`src/hw/psg_pkg.sv`:
```
package psg_pkg;

   // =========================================================
   // Pin indices
   localparam int PSG_NUM_PINS = 3;
   localparam int PSG_PIN_1    = 0;
   localparam int PSG_PIN_SS   = 1;
   localparam int PSG_PIN_MISO = 2;

   // =========================================================
   // Per-pin function choice
   typedef enum logic [1:0] {
      PSG_FN_NONE,
      PSG_FN_PWM,
      PSG_FN_SPI,
      PSG_FN_GPIO
   } psg_fn_t;

   // Reset choice per variant
   localparam psg_fn_t PSG_RST_FULL    = PSG_FN_PWM;
   localparam psg_fn_t PSG_RST_REDUCED = PSG_FN_NONE;

   // Pad drive levels
   localparam logic PSG_OE_DRIVE  = 1'b0;
   localparam logic PSG_OE_FLOAT  = 1'b1;
   localparam logic PSG_SS_IDLE   = 1'b1;
   localparam logic PSG_PAD_IDLE  = 1'b0;

   // =========================================================
   // Pad side carrier
   typedef struct packed {
      logic [PSG_NUM_PINS-1:0] out;
      logic [PSG_NUM_PINS-1:0] oe_n;
   } psg_pad_t;

   // Select write carrier
   typedef struct packed {
      logic       load;
      logic [1:0] pin;
      psg_fn_t    fn;
   } psg_sel_t;

endpackage

```
`src/hw/psg_pin_share.sv`:
```
`timescale 1ns/1ps

// Overview of operation
// [RULE1] Each pin carries a PWM output, a GPIO bit, or on two pins SPI1.
// [RULE2] Full variant: every shared pin selects its PWM function after reset.
// [RULE3] Reduced variant: reset selects no function; software must choose.
// [RULE4] GPIO direction is set per pin, independent of the others.
// [RULE5] Slave select pin, driven low by master, marks the transfer for us.
// [RULE6] Slave-out data pin is input as master, output as slave.
// [RULE7] As unselected slave the slave-out data pin floats.
// [RULE8] Slave data is placed half a clock before the master samples.
// [RULE9] Serial clock is driven as master, received as slave.
// [RULE10] Function select routes one source to pad, pad input to consumer.
module psg_pin_share
   import psg_pkg::*;
#(
   parameter bit FULL_VARIANT = 1'b1
) (
   // Clock and reset
   input  wire logic                    i_core_clk,
   input  wire logic                    i_reset,
   // Function select writes
   input  wire psg_sel_t                i_sel,
   // PWM generator
   input  wire logic [PSG_NUM_PINS-1:0] i_motor_pwm_out,
   // GPIO port
   input  wire logic [PSG_NUM_PINS-1:0] i_port_a_io_dir,
   input  wire logic [PSG_NUM_PINS-1:0] i_port_a_io_out,
   output logic [PSG_NUM_PINS-1:0]      o_port_a_io_in,
   // SPI channel 1 engine
   input  wire logic                    i_spi1_master,
   input  wire logic                    i_spi1_controller_in_data,
   output logic                         o_spi1_selected,
   output logic                         o_spi1_controller_in_data,
   // Pads
   input  wire logic [PSG_NUM_PINS-1:0] i_pad_in,
   output psg_pad_t                     o_pad,
   output psg_fn_t                      o_pin_fn_1,
   output psg_fn_t                      o_pin_fn_2,
   output psg_fn_t                      o_pin_fn_3
);

   // =========================================================
   // Function select storage
   localparam psg_fn_t RST_FN = FULL_VARIANT ? PSG_RST_FULL
                                             : PSG_RST_REDUCED;

   psg_fn_t sel_r [PSG_NUM_PINS];

   always_ff @(posedge i_core_clk) begin
      if (i_reset) begin
         for (int i = 0; i < PSG_NUM_PINS; i++) begin
            sel_r[i] <= RST_FN; // [RULE2] [RULE3]
         end
      end else if (i_sel.load && (i_sel.pin < 2'(PSG_NUM_PINS))) begin
         sel_r[i_sel.pin] <= i_sel.fn;
      end
   end

   assign o_pin_fn_1 = sel_r[PSG_PIN_1];
   assign o_pin_fn_2 = sel_r[PSG_PIN_SS];
   assign o_pin_fn_3 = sel_r[PSG_PIN_MISO];

   // =========================================================
   // Pad input synchroniser
   logic [PSG_NUM_PINS-1:0] pad_meta_r;
   logic [PSG_NUM_PINS-1:0] pad_sync_r;

   always_ff @(posedge i_core_clk) begin
      if (i_reset) begin
         pad_meta_r <= '1;
         pad_sync_r <= '1;
      end else begin
         pad_meta_r <= i_pad_in;
         pad_sync_r <= pad_meta_r;
      end
   end

   // =========================================================
   // Consumers of pad inputs
   logic ss_fn;
   logic miso_fn;
   logic ss_active;

   assign ss_fn     = (sel_r[PSG_PIN_SS] == PSG_FN_SPI);
   assign miso_fn   = (sel_r[PSG_PIN_MISO] == PSG_FN_SPI);
   // Select pin is active low; unrouted means never selected
   assign ss_active = ss_fn
                   && (pad_sync_r[PSG_PIN_SS] != PSG_SS_IDLE); // [RULE5]

   logic [PSG_NUM_PINS-1:0] io_in_r;
   logic                    spi_sel_r;
   logic                    spi_din_r;

   always_ff @(posedge i_core_clk) begin
      if (i_reset) begin
         io_in_r   <= '0;
         spi_sel_r <= 1'b0;
         spi_din_r <= 1'b0;
      end else begin
         for (int i = 0; i < PSG_NUM_PINS; i++) begin
            if (sel_r[i] == PSG_FN_GPIO) begin
               io_in_r[i] <= pad_sync_r[i]; // [RULE10]
            end
         end
         // Slave mode only: the engine then takes the clock as an input
         spi_sel_r <= ss_active && !i_spi1_master; // [RULE5] [RULE9]
         if (miso_fn && i_spi1_master) begin
            spi_din_r <= pad_sync_r[PSG_PIN_MISO]; // [RULE6]
         end
      end
   end

   assign o_port_a_io_in            = io_in_r;
   assign o_spi1_selected           = spi_sel_r;
   assign o_spi1_controller_in_data = spi_din_r;

   // =========================================================
   // Pad drive selection
   // Serial clock lives on a pin outside this group; the engine owns it.
   psg_pad_t pad_nxt;
   psg_pad_t pad_r;

   always_comb begin
      pad_nxt.out  = {PSG_NUM_PINS{PSG_PAD_IDLE}};
      pad_nxt.oe_n = {PSG_NUM_PINS{PSG_OE_FLOAT}};
      for (int i = 0; i < PSG_NUM_PINS; i++) begin
         case (sel_r[i])
            PSG_FN_PWM: begin
               pad_nxt.out[i]  = i_motor_pwm_out[i]; // [RULE1] [RULE10]
               pad_nxt.oe_n[i] = PSG_OE_DRIVE;
            end
            PSG_FN_GPIO: begin
               pad_nxt.out[i]  = i_port_a_io_out[i];
               pad_nxt.oe_n[i] = i_port_a_io_dir[i] ? PSG_OE_DRIVE
                                                    : PSG_OE_FLOAT; // [RULE4]
            end
            PSG_FN_SPI: begin
               // Only the data pin can drive; select is always an input
               if (i == PSG_PIN_MISO && !i_spi1_master && ss_active) begin
                  pad_nxt.out[i]  = i_spi1_controller_in_data; // [RULE8]
                  pad_nxt.oe_n[i] = PSG_OE_DRIVE; // [RULE6] [RULE7]
               end
            end
            default: begin
               pad_nxt.oe_n[i] = PSG_OE_FLOAT; // [RULE3]
            end
         endcase
      end
   end

   // Registered pads: one clock of latency, far below half an SPI period
   always_ff @(posedge i_core_clk) begin
      if (i_reset) begin
         pad_r.out  <= {PSG_NUM_PINS{PSG_PAD_IDLE}};
         pad_r.oe_n <= {PSG_NUM_PINS{PSG_OE_FLOAT}};
      end else begin
         pad_r <= pad_nxt;
      end
   end

   assign o_pad = pad_r;
endmodule

```
`config.mk`:
```
export PLATFORM = sky130hd
export DESIGN_NAME = psg_pin_share
export DESIGN_NICKNAME = d
export VERILOG_FILES = /design/src/hw/psg_pkg.sv /design/src/hw/psg_pin_share.sv
export SDC_FILE = /design/constraint.sdc
export NUM_CORES = 1
export LEC_CHECK = 0
export BUFFER_PORTS_ARGS = -buffer_cell sky130_fd_sc_hd__buf_2
export CAP_MARGIN = 10
export CELL_PAD_IN_SITES_DETAIL_PLACEMENT = 2
export CELL_PAD_IN_SITES_GLOBAL_PLACEMENT = 2
export CORE_UTILIZATION = 29
export CTS_CLUSTER_SIZE = 8
export DETAILED_ROUTE_END_ITERATION = 8
export GPL_TIMING_DRIVEN = 0
export PLACE_DENSITY = 0.83
export SYNTH_ARGS = -nofsm -noshare
export SYNTH_HDL_FRONTEND = slang
export SYNTH_SLANG_ARGS = --single-unit
```
`constraint.sdc`:
```
create_clock -name i_core_clk -period 3.7 [get_ports i_core_clk]
set_input_delay 0.185 -clock i_core_clk [delete_from_list [all_inputs] [get_ports i_core_clk]]
set_output_delay 0.185 -clock i_core_clk [all_outputs]
set_load 0.03 [all_outputs]
```
==> metrics.md, run 1 <==
| Metric | Value |
|---|---|
| CP max stage cell | edfxtp_1 |
| Hold Violations, Final | 0 |
| Critical path arrival | 1.57 ns |
| Vias in the first global route | roughly 740 |
| DRT Pass-1 Iters | 4 |
| PwrDens | between 400 and 500 nW/um^2 |
| Total Wirelength | roughly 2.2 mm |
| Skew-Pair Late Insertion Delay | around 0.30 ns |
| CP max FO | 6 |
| Cell Int Power | approximately 350 uW |
| Pre-CTS WS | approximately 2.3 ns |
| Final setup fails | 0 |
| Final Critical Period | around 1.4 ns |
| Share of layout cells above drive strength 1 | about two fifths |
| Share of the synthesized area in the top cell type | ~40% |
| CTS H-tree depth | 1 |
| Top delay family on crit path | simple AND/OR/NAND/NOR gates |
| WP buf/inv | 0 |
| WS Path Type | reg2reg |
| Layout area overhead | 28.9% |
| Synthesized flop and latch total | 23 |
| Max-slew violations | 0 |
| Vias/cell | about 4.8 |
| Die Ht | 56.6 um |
| Static Leak | between 0.4 and 0.5 nW |
| CTS max path bufs | 2 |
| Netlist cell types | 19 |
| Post-DP HPWL | between 1.5 and 2 mm |
| Switching Power | 132 uW |
| Most common cell in the netlist | dfxtp_1 |
| Core Rows | 19 |
| Top cells by area, synth | dfxtp_1, edfxtp_1, nand3b_1 |
| Async S/R FF share, synth | 0% |
| Fin worst setup slack | between 2 and 2.5 ns |
| Area of the mapped netlist | 865 sq um |
| Maxcap violations | 0 |
| Sequential area share after synthesis | ~60% |
| Number of diodes | 0 |
| Critical Path RT | around 3.9 ns |
| Max Freq | just over 700 MHz |
| Fillers | between 300 and 400 |
| Vias | slightly above 700 |
| Synth area leader | dfxtp_1 |
| EDFF count, synth | 6 |
| Top cells by count, synth | dfxtp_1, nand2_1, edfxtp_1, or2_2 |
| Pin count of the biggest net entering global routing | 13 |
| Logic gate share of total power | ~17% |
| Synth Flop Type | dfxtp_1 |
| Antenna Nets Post-Route | 0 |
| CP endpoint kind | flip-flop |
| Worst-path cell chain | nor4b_4 -> a21oi_1 -> or3_1 |
| I/O Buffers | 37 |
| TritonCTS Buffers | 3 |
| Launching element type of the critical path | flip-flop |
| CTS sink cnt | 23 |
| Switching portion of total power | between 20% and 30% |
| Clock Skew | between 0.0015 and 0.002 ns |
| Unrepaired setup endpoints after global routing | no |
| Sequential power share | about three fifths |
| Core box area | 2780 sq um |
| GR Overflow Total | 0 |
| Hold WC Path Type | in2reg |
| Final Wtd Congestion | 0.719 |
| I/O Pins | 38 |
| Drt drc | 0 |
| Hold buffer count at CTS | 0 |
| Clock Root Buffer | clkbuf_4 |
| Die width | between 50 and 60 um |
| Clock power frac | between 20% and 30% |
| Initial antenna violation count | 0 |
| Die area | between 3000 and 4000 sq um |
| Starting DRT DRC Count | 4 |
| Sequential cell area | approximately 520 sq um |
| Max rail drop VDD | around 0.18 mV |
| Warnings from Yosys | 0 |
| Syn nets | 99 |
| Initial Util | between 30 and 40% |
| R2r setup slk | between 2 and 2.5 ns |
| Setup TNS | 0 ns |
| Worst-Margin Slew | between 0.4 and 0.5 ns |
| Tot GR Track Use | between 10% and 20% |
| Largest stage delay, worst path | ~0.51 ns |
| Post-Syn Instances | 78 |
| Clock Pin Slew Worst Setup and Hold Paths | between 0.1 and 0.15 ns |
| WL/cell | around 15 um |
| Status | completed |
| Resize count post-CTS | 0 |
| Nets@finish | ~140 |
| Post-Syn Area per Cell | ~11 sq um |
| Slew headroom | between 60% and 70% |
| First-pass GRT wire length | between 3 and 4 mm |
| Multi-input logic area | 337 sq um |
| Post-CTS setup buffers | 0 |
| TritonCTS clock tree | done |
| Fin crit share | between 30% and 40% |
## per-stage QoR
step / utilization [%] / total power [mW] / instances / instance area, sq um / hold WS (ns)
2_1_floorplan: - / 0.338 / 78 / 865 / 0.289
3_3_place_gp: 39.1 / 0.368 / 146 / 1090 / 0.368
3_5_place_dp: 39.1 / 0.372 / 146 / 1090 / 0.373
4_1_cts: 40.1 / 0.488 / 150 / 1110 / 0.0461
5_1_grt: 40.1 / 0.507 / 150 / 1110 / 0.0422
6_report: 40.1 / 0.479 / 150 / 1110 / 0.0589
## final cells by class
type                    instances  area share, %
flip-flops and latches         23           46.7
clock buffers                   4           2.36
well taps                      31           3.48
repair buffers                 37           16.6
multi-input cells              53           30.2
plain buffers                   2          0.673
## logic make-up (layout without fill, tap and decap cells)
family / Yosys count / in the layout / share of synthesized area (%)
and+or+nand+nor: 42 / 42 / 29.5
DFF: 23 / 23 / 60.2
AOI/OAI and AO/OA: 8 / 8 / 5.93
muxes: 3 / 3 / 3.47
buffers and inverters: 2 / 43 / 0.869
## cells in the final DEF (no fill, tap or decap), drive strengths merged, types with 2 or more instances in the layout
master and n:
buf 37, dfxtp 17, nand2 9, or2 6, edfxtp 6, clkbuf 6, nand3b 5, nor3b 5
nor2 4, nand3 4, a21oi 4, nor2b 3, a21o 3, mux2i 3, nand2b 2
## per-layer routing
metal	global-route usage [%]	part of all wire [%]	vias to the layer above
met5	0	0	-
met1	18.9	41	346
met4	5.23	1.1	0
met3	2.07	3.1	2
li1	-	-	354
met2	27.2	55	14
## path summary, 6_finish.rpt
path,to,start,depth (start not counted)
worst max register to register,o_pad[2],sel_r[1][0],3
worst min register to register,pad_sync_r[0],pad_meta_r[0],1
worst max-delay path,o_pad[2],sel_r[1][0],3
worst min-delay path,pad_meta_r[2],i_pad_in[2],2
## power groups by stage
stage	registers, mW	logic, mW	clock network, mW
5_1_grt	0.289	0.0867	0.132
4_1_cts	0.286	0.0812	0.121
3_5_place_dp	0.292	0.0804	0
6_report	0.286	0.0802	0.113
2_1_floorplan	0.315	0.0238	0
3_3_place_gp	0.291	0.0770	0
## state kept, by name, summed over array words and instances, names as in the netlist
signal                     cells
o_pad                          6
o_port_a_io_in                 3
o_spi1_controller_in_data      1
o_spi1_selected                1
pad_meta_r                     3
pad_sync_r                     3
sel_r                          6
Power figures use the tool's default switching activity.
==> run 2: changes to the inputs <==
--- a/config.mk
+++ b/config.mk
@@ -9,11 +9,11 @@
 export CAP_MARGIN = 10
 export CELL_PAD_IN_SITES_DETAIL_PLACEMENT = 2
 export CELL_PAD_IN_SITES_GLOBAL_PLACEMENT = 2
-export CORE_UTILIZATION = 29
+export CORE_UTILIZATION = 26
 export CTS_CLUSTER_SIZE = 8
 export DETAILED_ROUTE_END_ITERATION = 8
 export GPL_TIMING_DRIVEN = 0
-export PLACE_DENSITY = 0.83
+export PLACE_DENSITY = 0.75
 export SYNTH_ARGS = -nofsm -noshare
 export SYNTH_HDL_FRONTEND = slang
 export SYNTH_SLANG_ARGS = --single-unit
==> constraint.sdc (replaced) <==
create_clock -name i_core_clk -period 1.27 [get_ports i_core_clk]
set_input_delay 0.0635 -clock i_core_clk [delete_from_list [all_inputs] [get_ports i_core_clk]]
set_output_delay 0.0635 -clock i_core_clk [all_outputs]
set_load 0.03 [all_outputs]
==> metrics.md, run 2 (same netlist as run 1, synthesis figures left out) <==
| Metric | Value |
|---|---|
| Worst Hold End | o_pad[0] (was pad_meta_r[2]) |
| Vias in the first global route | 799 (was 739) |
| Final instance area | 1190 sq um (was 1110 sq um) |
| Nets@finish | 148 (was 141) |
| # placed instances | 159 (was 146) |
| Starting DRT DRC Count | 17 (was 4) |
| PwrDens | 1190 nW/um^2 (was 429 nW/um^2) |
| Share of layout cells above drive strength 1 | 40.5% (was 39.5%) |
| Vias | 752 (was 716) |
| Tot GR Track Use | 14.3% (was 15.4%) |
| Clock Pin Slew Worst Setup and Hold Paths | 0.13 ns (was 0.12 ns) |
| TritonCTS Buffers | 3 (unchanged) |
| Layout area overhead | 38.2% (was 28.9%) |
| Switching Power | 405 uW (was 132 uW) |
| Fin worst setup slack | 0.0304 ns (was 2.32 ns) |
| Clock Skew | 0.0107 ns (was 0.00196 ns) |
| Origin of the critical flop-to-flop path | sel_r[1][0] (unchanged) |
| Initial Util | 27.9% (was 31.1%) |
| Antenna Nets Post-Route | 0 (unchanged) |
| Total Wirelength | 2.36 mm (was 2.20 mm) |
| Max Freq | 807 MHz (was 726 MHz) |
| GR Overflow Total | 0 (unchanged) |
| Final Wtd Congestion | 0.653 (was 0.719) |
| Post-DP HPWL | 1.69 mm (was 1.67 mm) |
| Die area | 3560 sq um (was 3200 sq um) |
| First-pass GRT wire length | 3.71 mm (was 3.66 mm) |
| Tot Pwr | 1.42 mW (was 479 uW) |
| Die Ht | 59.7 um (was 56.6 um) |
| Most frequent cells in the layout | buf_2, dfxtp_1, nand2_1 (unchanged) |
| Core box area | 3100 sq um (was 2780 sq um) |
| Final Critical Period | 1.24 ns (was 1.38 ns) |
| CTS sink cnt | 23 (unchanged) |
| CTS H-tree depth | 1 (unchanged) |
| Maxcap violations | 0 (unchanged) |
| Skew-Pair Late Insertion Delay | 0.31 ns (was 0.30 ns) |
| Worst-Margin Slew | 0.460 ns (was 0.484 ns) |
| CP endpoint kind | flip-flop (unchanged) |
| R2R Path End | o_pad[5] (was o_pad[2]) |
| Core Rows | 20 (was 19) |
| Sequential power share | 58.4% (was 59.7%) |
| Launching element type of the critical path | flip-flop (unchanged) |
| Initial antenna violation count | 0 (unchanged) |
| TritonCTS clock tree | done (unchanged) |
| Unrepaired setup endpoints after global routing | yes (was no) |
| Hold Violations, Final | 0 (unchanged) |
| Fin crit share | 97.6% (was 37.2%) |
| WL/cell | 13.9 um (was 14.7 um) |
| Logic gate share of total power | 17.7% (was 16.8%) |
| Pre-CTS WS | -0.0861 ns (was 2.33 ns) |
| Register-to-Register Path Depth | 4 (was 3) |
| Critical Path RT | 1.51 ns (was 3.89 ns) |
| Most common cell after layout, fill and taps aside | buf_2 (unchanged) |
| DRT Pass-1 Iters | 2 (was 4) |
| Hold WC Path Type | in2reg (unchanged) |
| CP max FO | 2 (was 6) |
| Finished Layout Cells | 170 (was 150) |
| Number of diodes | 0 (unchanged) |
| Hold Path Depth | 3 (was 2) |
| CTS max path bufs | 2 (unchanged) |
| Drt drc | 0 (unchanged) |
| Critical path arrival | 1.48 ns (was 1.57 ns) |
| Clock Root Buffer | clkbuf_4 (unchanged) |
| Placed Area | 1100 sq um (was 1090 sq um) |
| Pin count of the biggest net entering global routing | 14 (was 13) |
| Final core occ | 38.5% (was 40.1%) |
| Setup TNS | 0 ns (unchanged) |
| Cell Int Power | 1.02 mW (was 346 uW) |
| Status | completed (unchanged) |
| I/O Pins | 38 (unchanged) |
| Slew headroom | 69.4% (was 67.8%) |
| Final Hold Slack | 0.0256 ns (was 0.0589 ns) |
| WS Path Type | reg2reg (unchanged) |
| Max-slew violations | 0 (unchanged) |
| R2r setup slk | 0.03 ns (was 2.32 ns) |
| I/O Buffers | 37 (unchanged) |
| Hold Startpoint | i_port_a_io_dir[0] (was i_pad_in[2]) |
| Vias/cell | 4.42 (was 4.77) |
| Final setup fails | 0 (unchanged) |
| Static Leak | 0.527 nW (was 0.493 nW) |
| Fillers | 360 (was 305) |
| Switching portion of total power | 28.4% (was 27.7%) |
| Max rail drop VDD | 0.375 mV (was 0.184 mV) |
| Die width | 59.7 um (was 56.6 um) |
| Clock power frac | 23.8% (was 23.6%) |
## run 2: changes by cell type in the layout (fill, tap and decap cells not counted)
| cell | change |
|---|---|
| clkbuf_1 | -1 |
| dlygate4sd3_1 | +4 |
| clkinv_2 | +1 |
| buf_4 | +3 |
## run 2: final cells by class
class	count	area [sq um]	share of cell area, %
multi-input combinational	53	337	28.2
clock buffer	3	22.5	1.88
buffer	2	7.51	0.628
timing repair buffer	44	248	20.7
tap	44	55.1	4.61
clock inverter	1	5.00	0.419
sequential	23	520	43.6
## run 2: layer usage
| metal | vias to the layer above | track usage (%) | share of wire, % | routed length [um] |
|---|---|---|---|---|
| met3 | 2 | 1.95 | 3.0 | 71 |
| met5 | - | 0 | 0 | 0 |
| li1 | 369 | - | - | - |
| met2 | 18 | 27.1 | 54 | 1280 |
| met1 | 363 | 16.1 | 42 | 994 |
| met4 | 0 | 4.98 | 0.64 | 15 |
## run 2: worst max path at each step
stage                      startpoint        to  slack [ns]
after CTS                 sel_r[1][0]  o_pad[5]       0.002
final                     sel_r[1][0]  o_pad[5]        0.03
after detailed placement  sel_r[1][0]  o_pad[2]       -0.09
after floorplan           sel_r[1][0]  o_pad[2]       -0.13
after global routing      sel_r[1][0]  o_pad[5]       -0.02
after global placement    sel_r[1][0]  o_pad[2]       -0.07
## run 2: power groups by stage
stage	registers, mW	logic [mW]	clock network, mW
2_1_floorplan	0.917	0.0694	0
3_3_place_gp	0.847	0.226	0
3_5_place_dp	0.852	0.233	0
4_1_cts	0.832	0.256	0.360
5_1_grt	0.836	0.276	0.371
6_report	0.831	0.252	0.339
## run 2: critical path, cell delays in order, from the launching register on
cell      delay (ns)
edfxtp_1        0.46
nor4b_4         0.27
buf_4           0.16
nand3b_1        0.08
a311oi_1        0.20
## run 2: what timing repair did
| item | in CTS | in global routing |
|---|---|---|
| pin swaps | 3 | 1 |
| hold buffers | 4 | 0 |
| gates resized for setup | 0 | 0 |
| setup endpoints to repair | 1 | 2 |
| setup buffers | 3 | 0 |
| endpoints found under the hold margin | 4 | 0 |
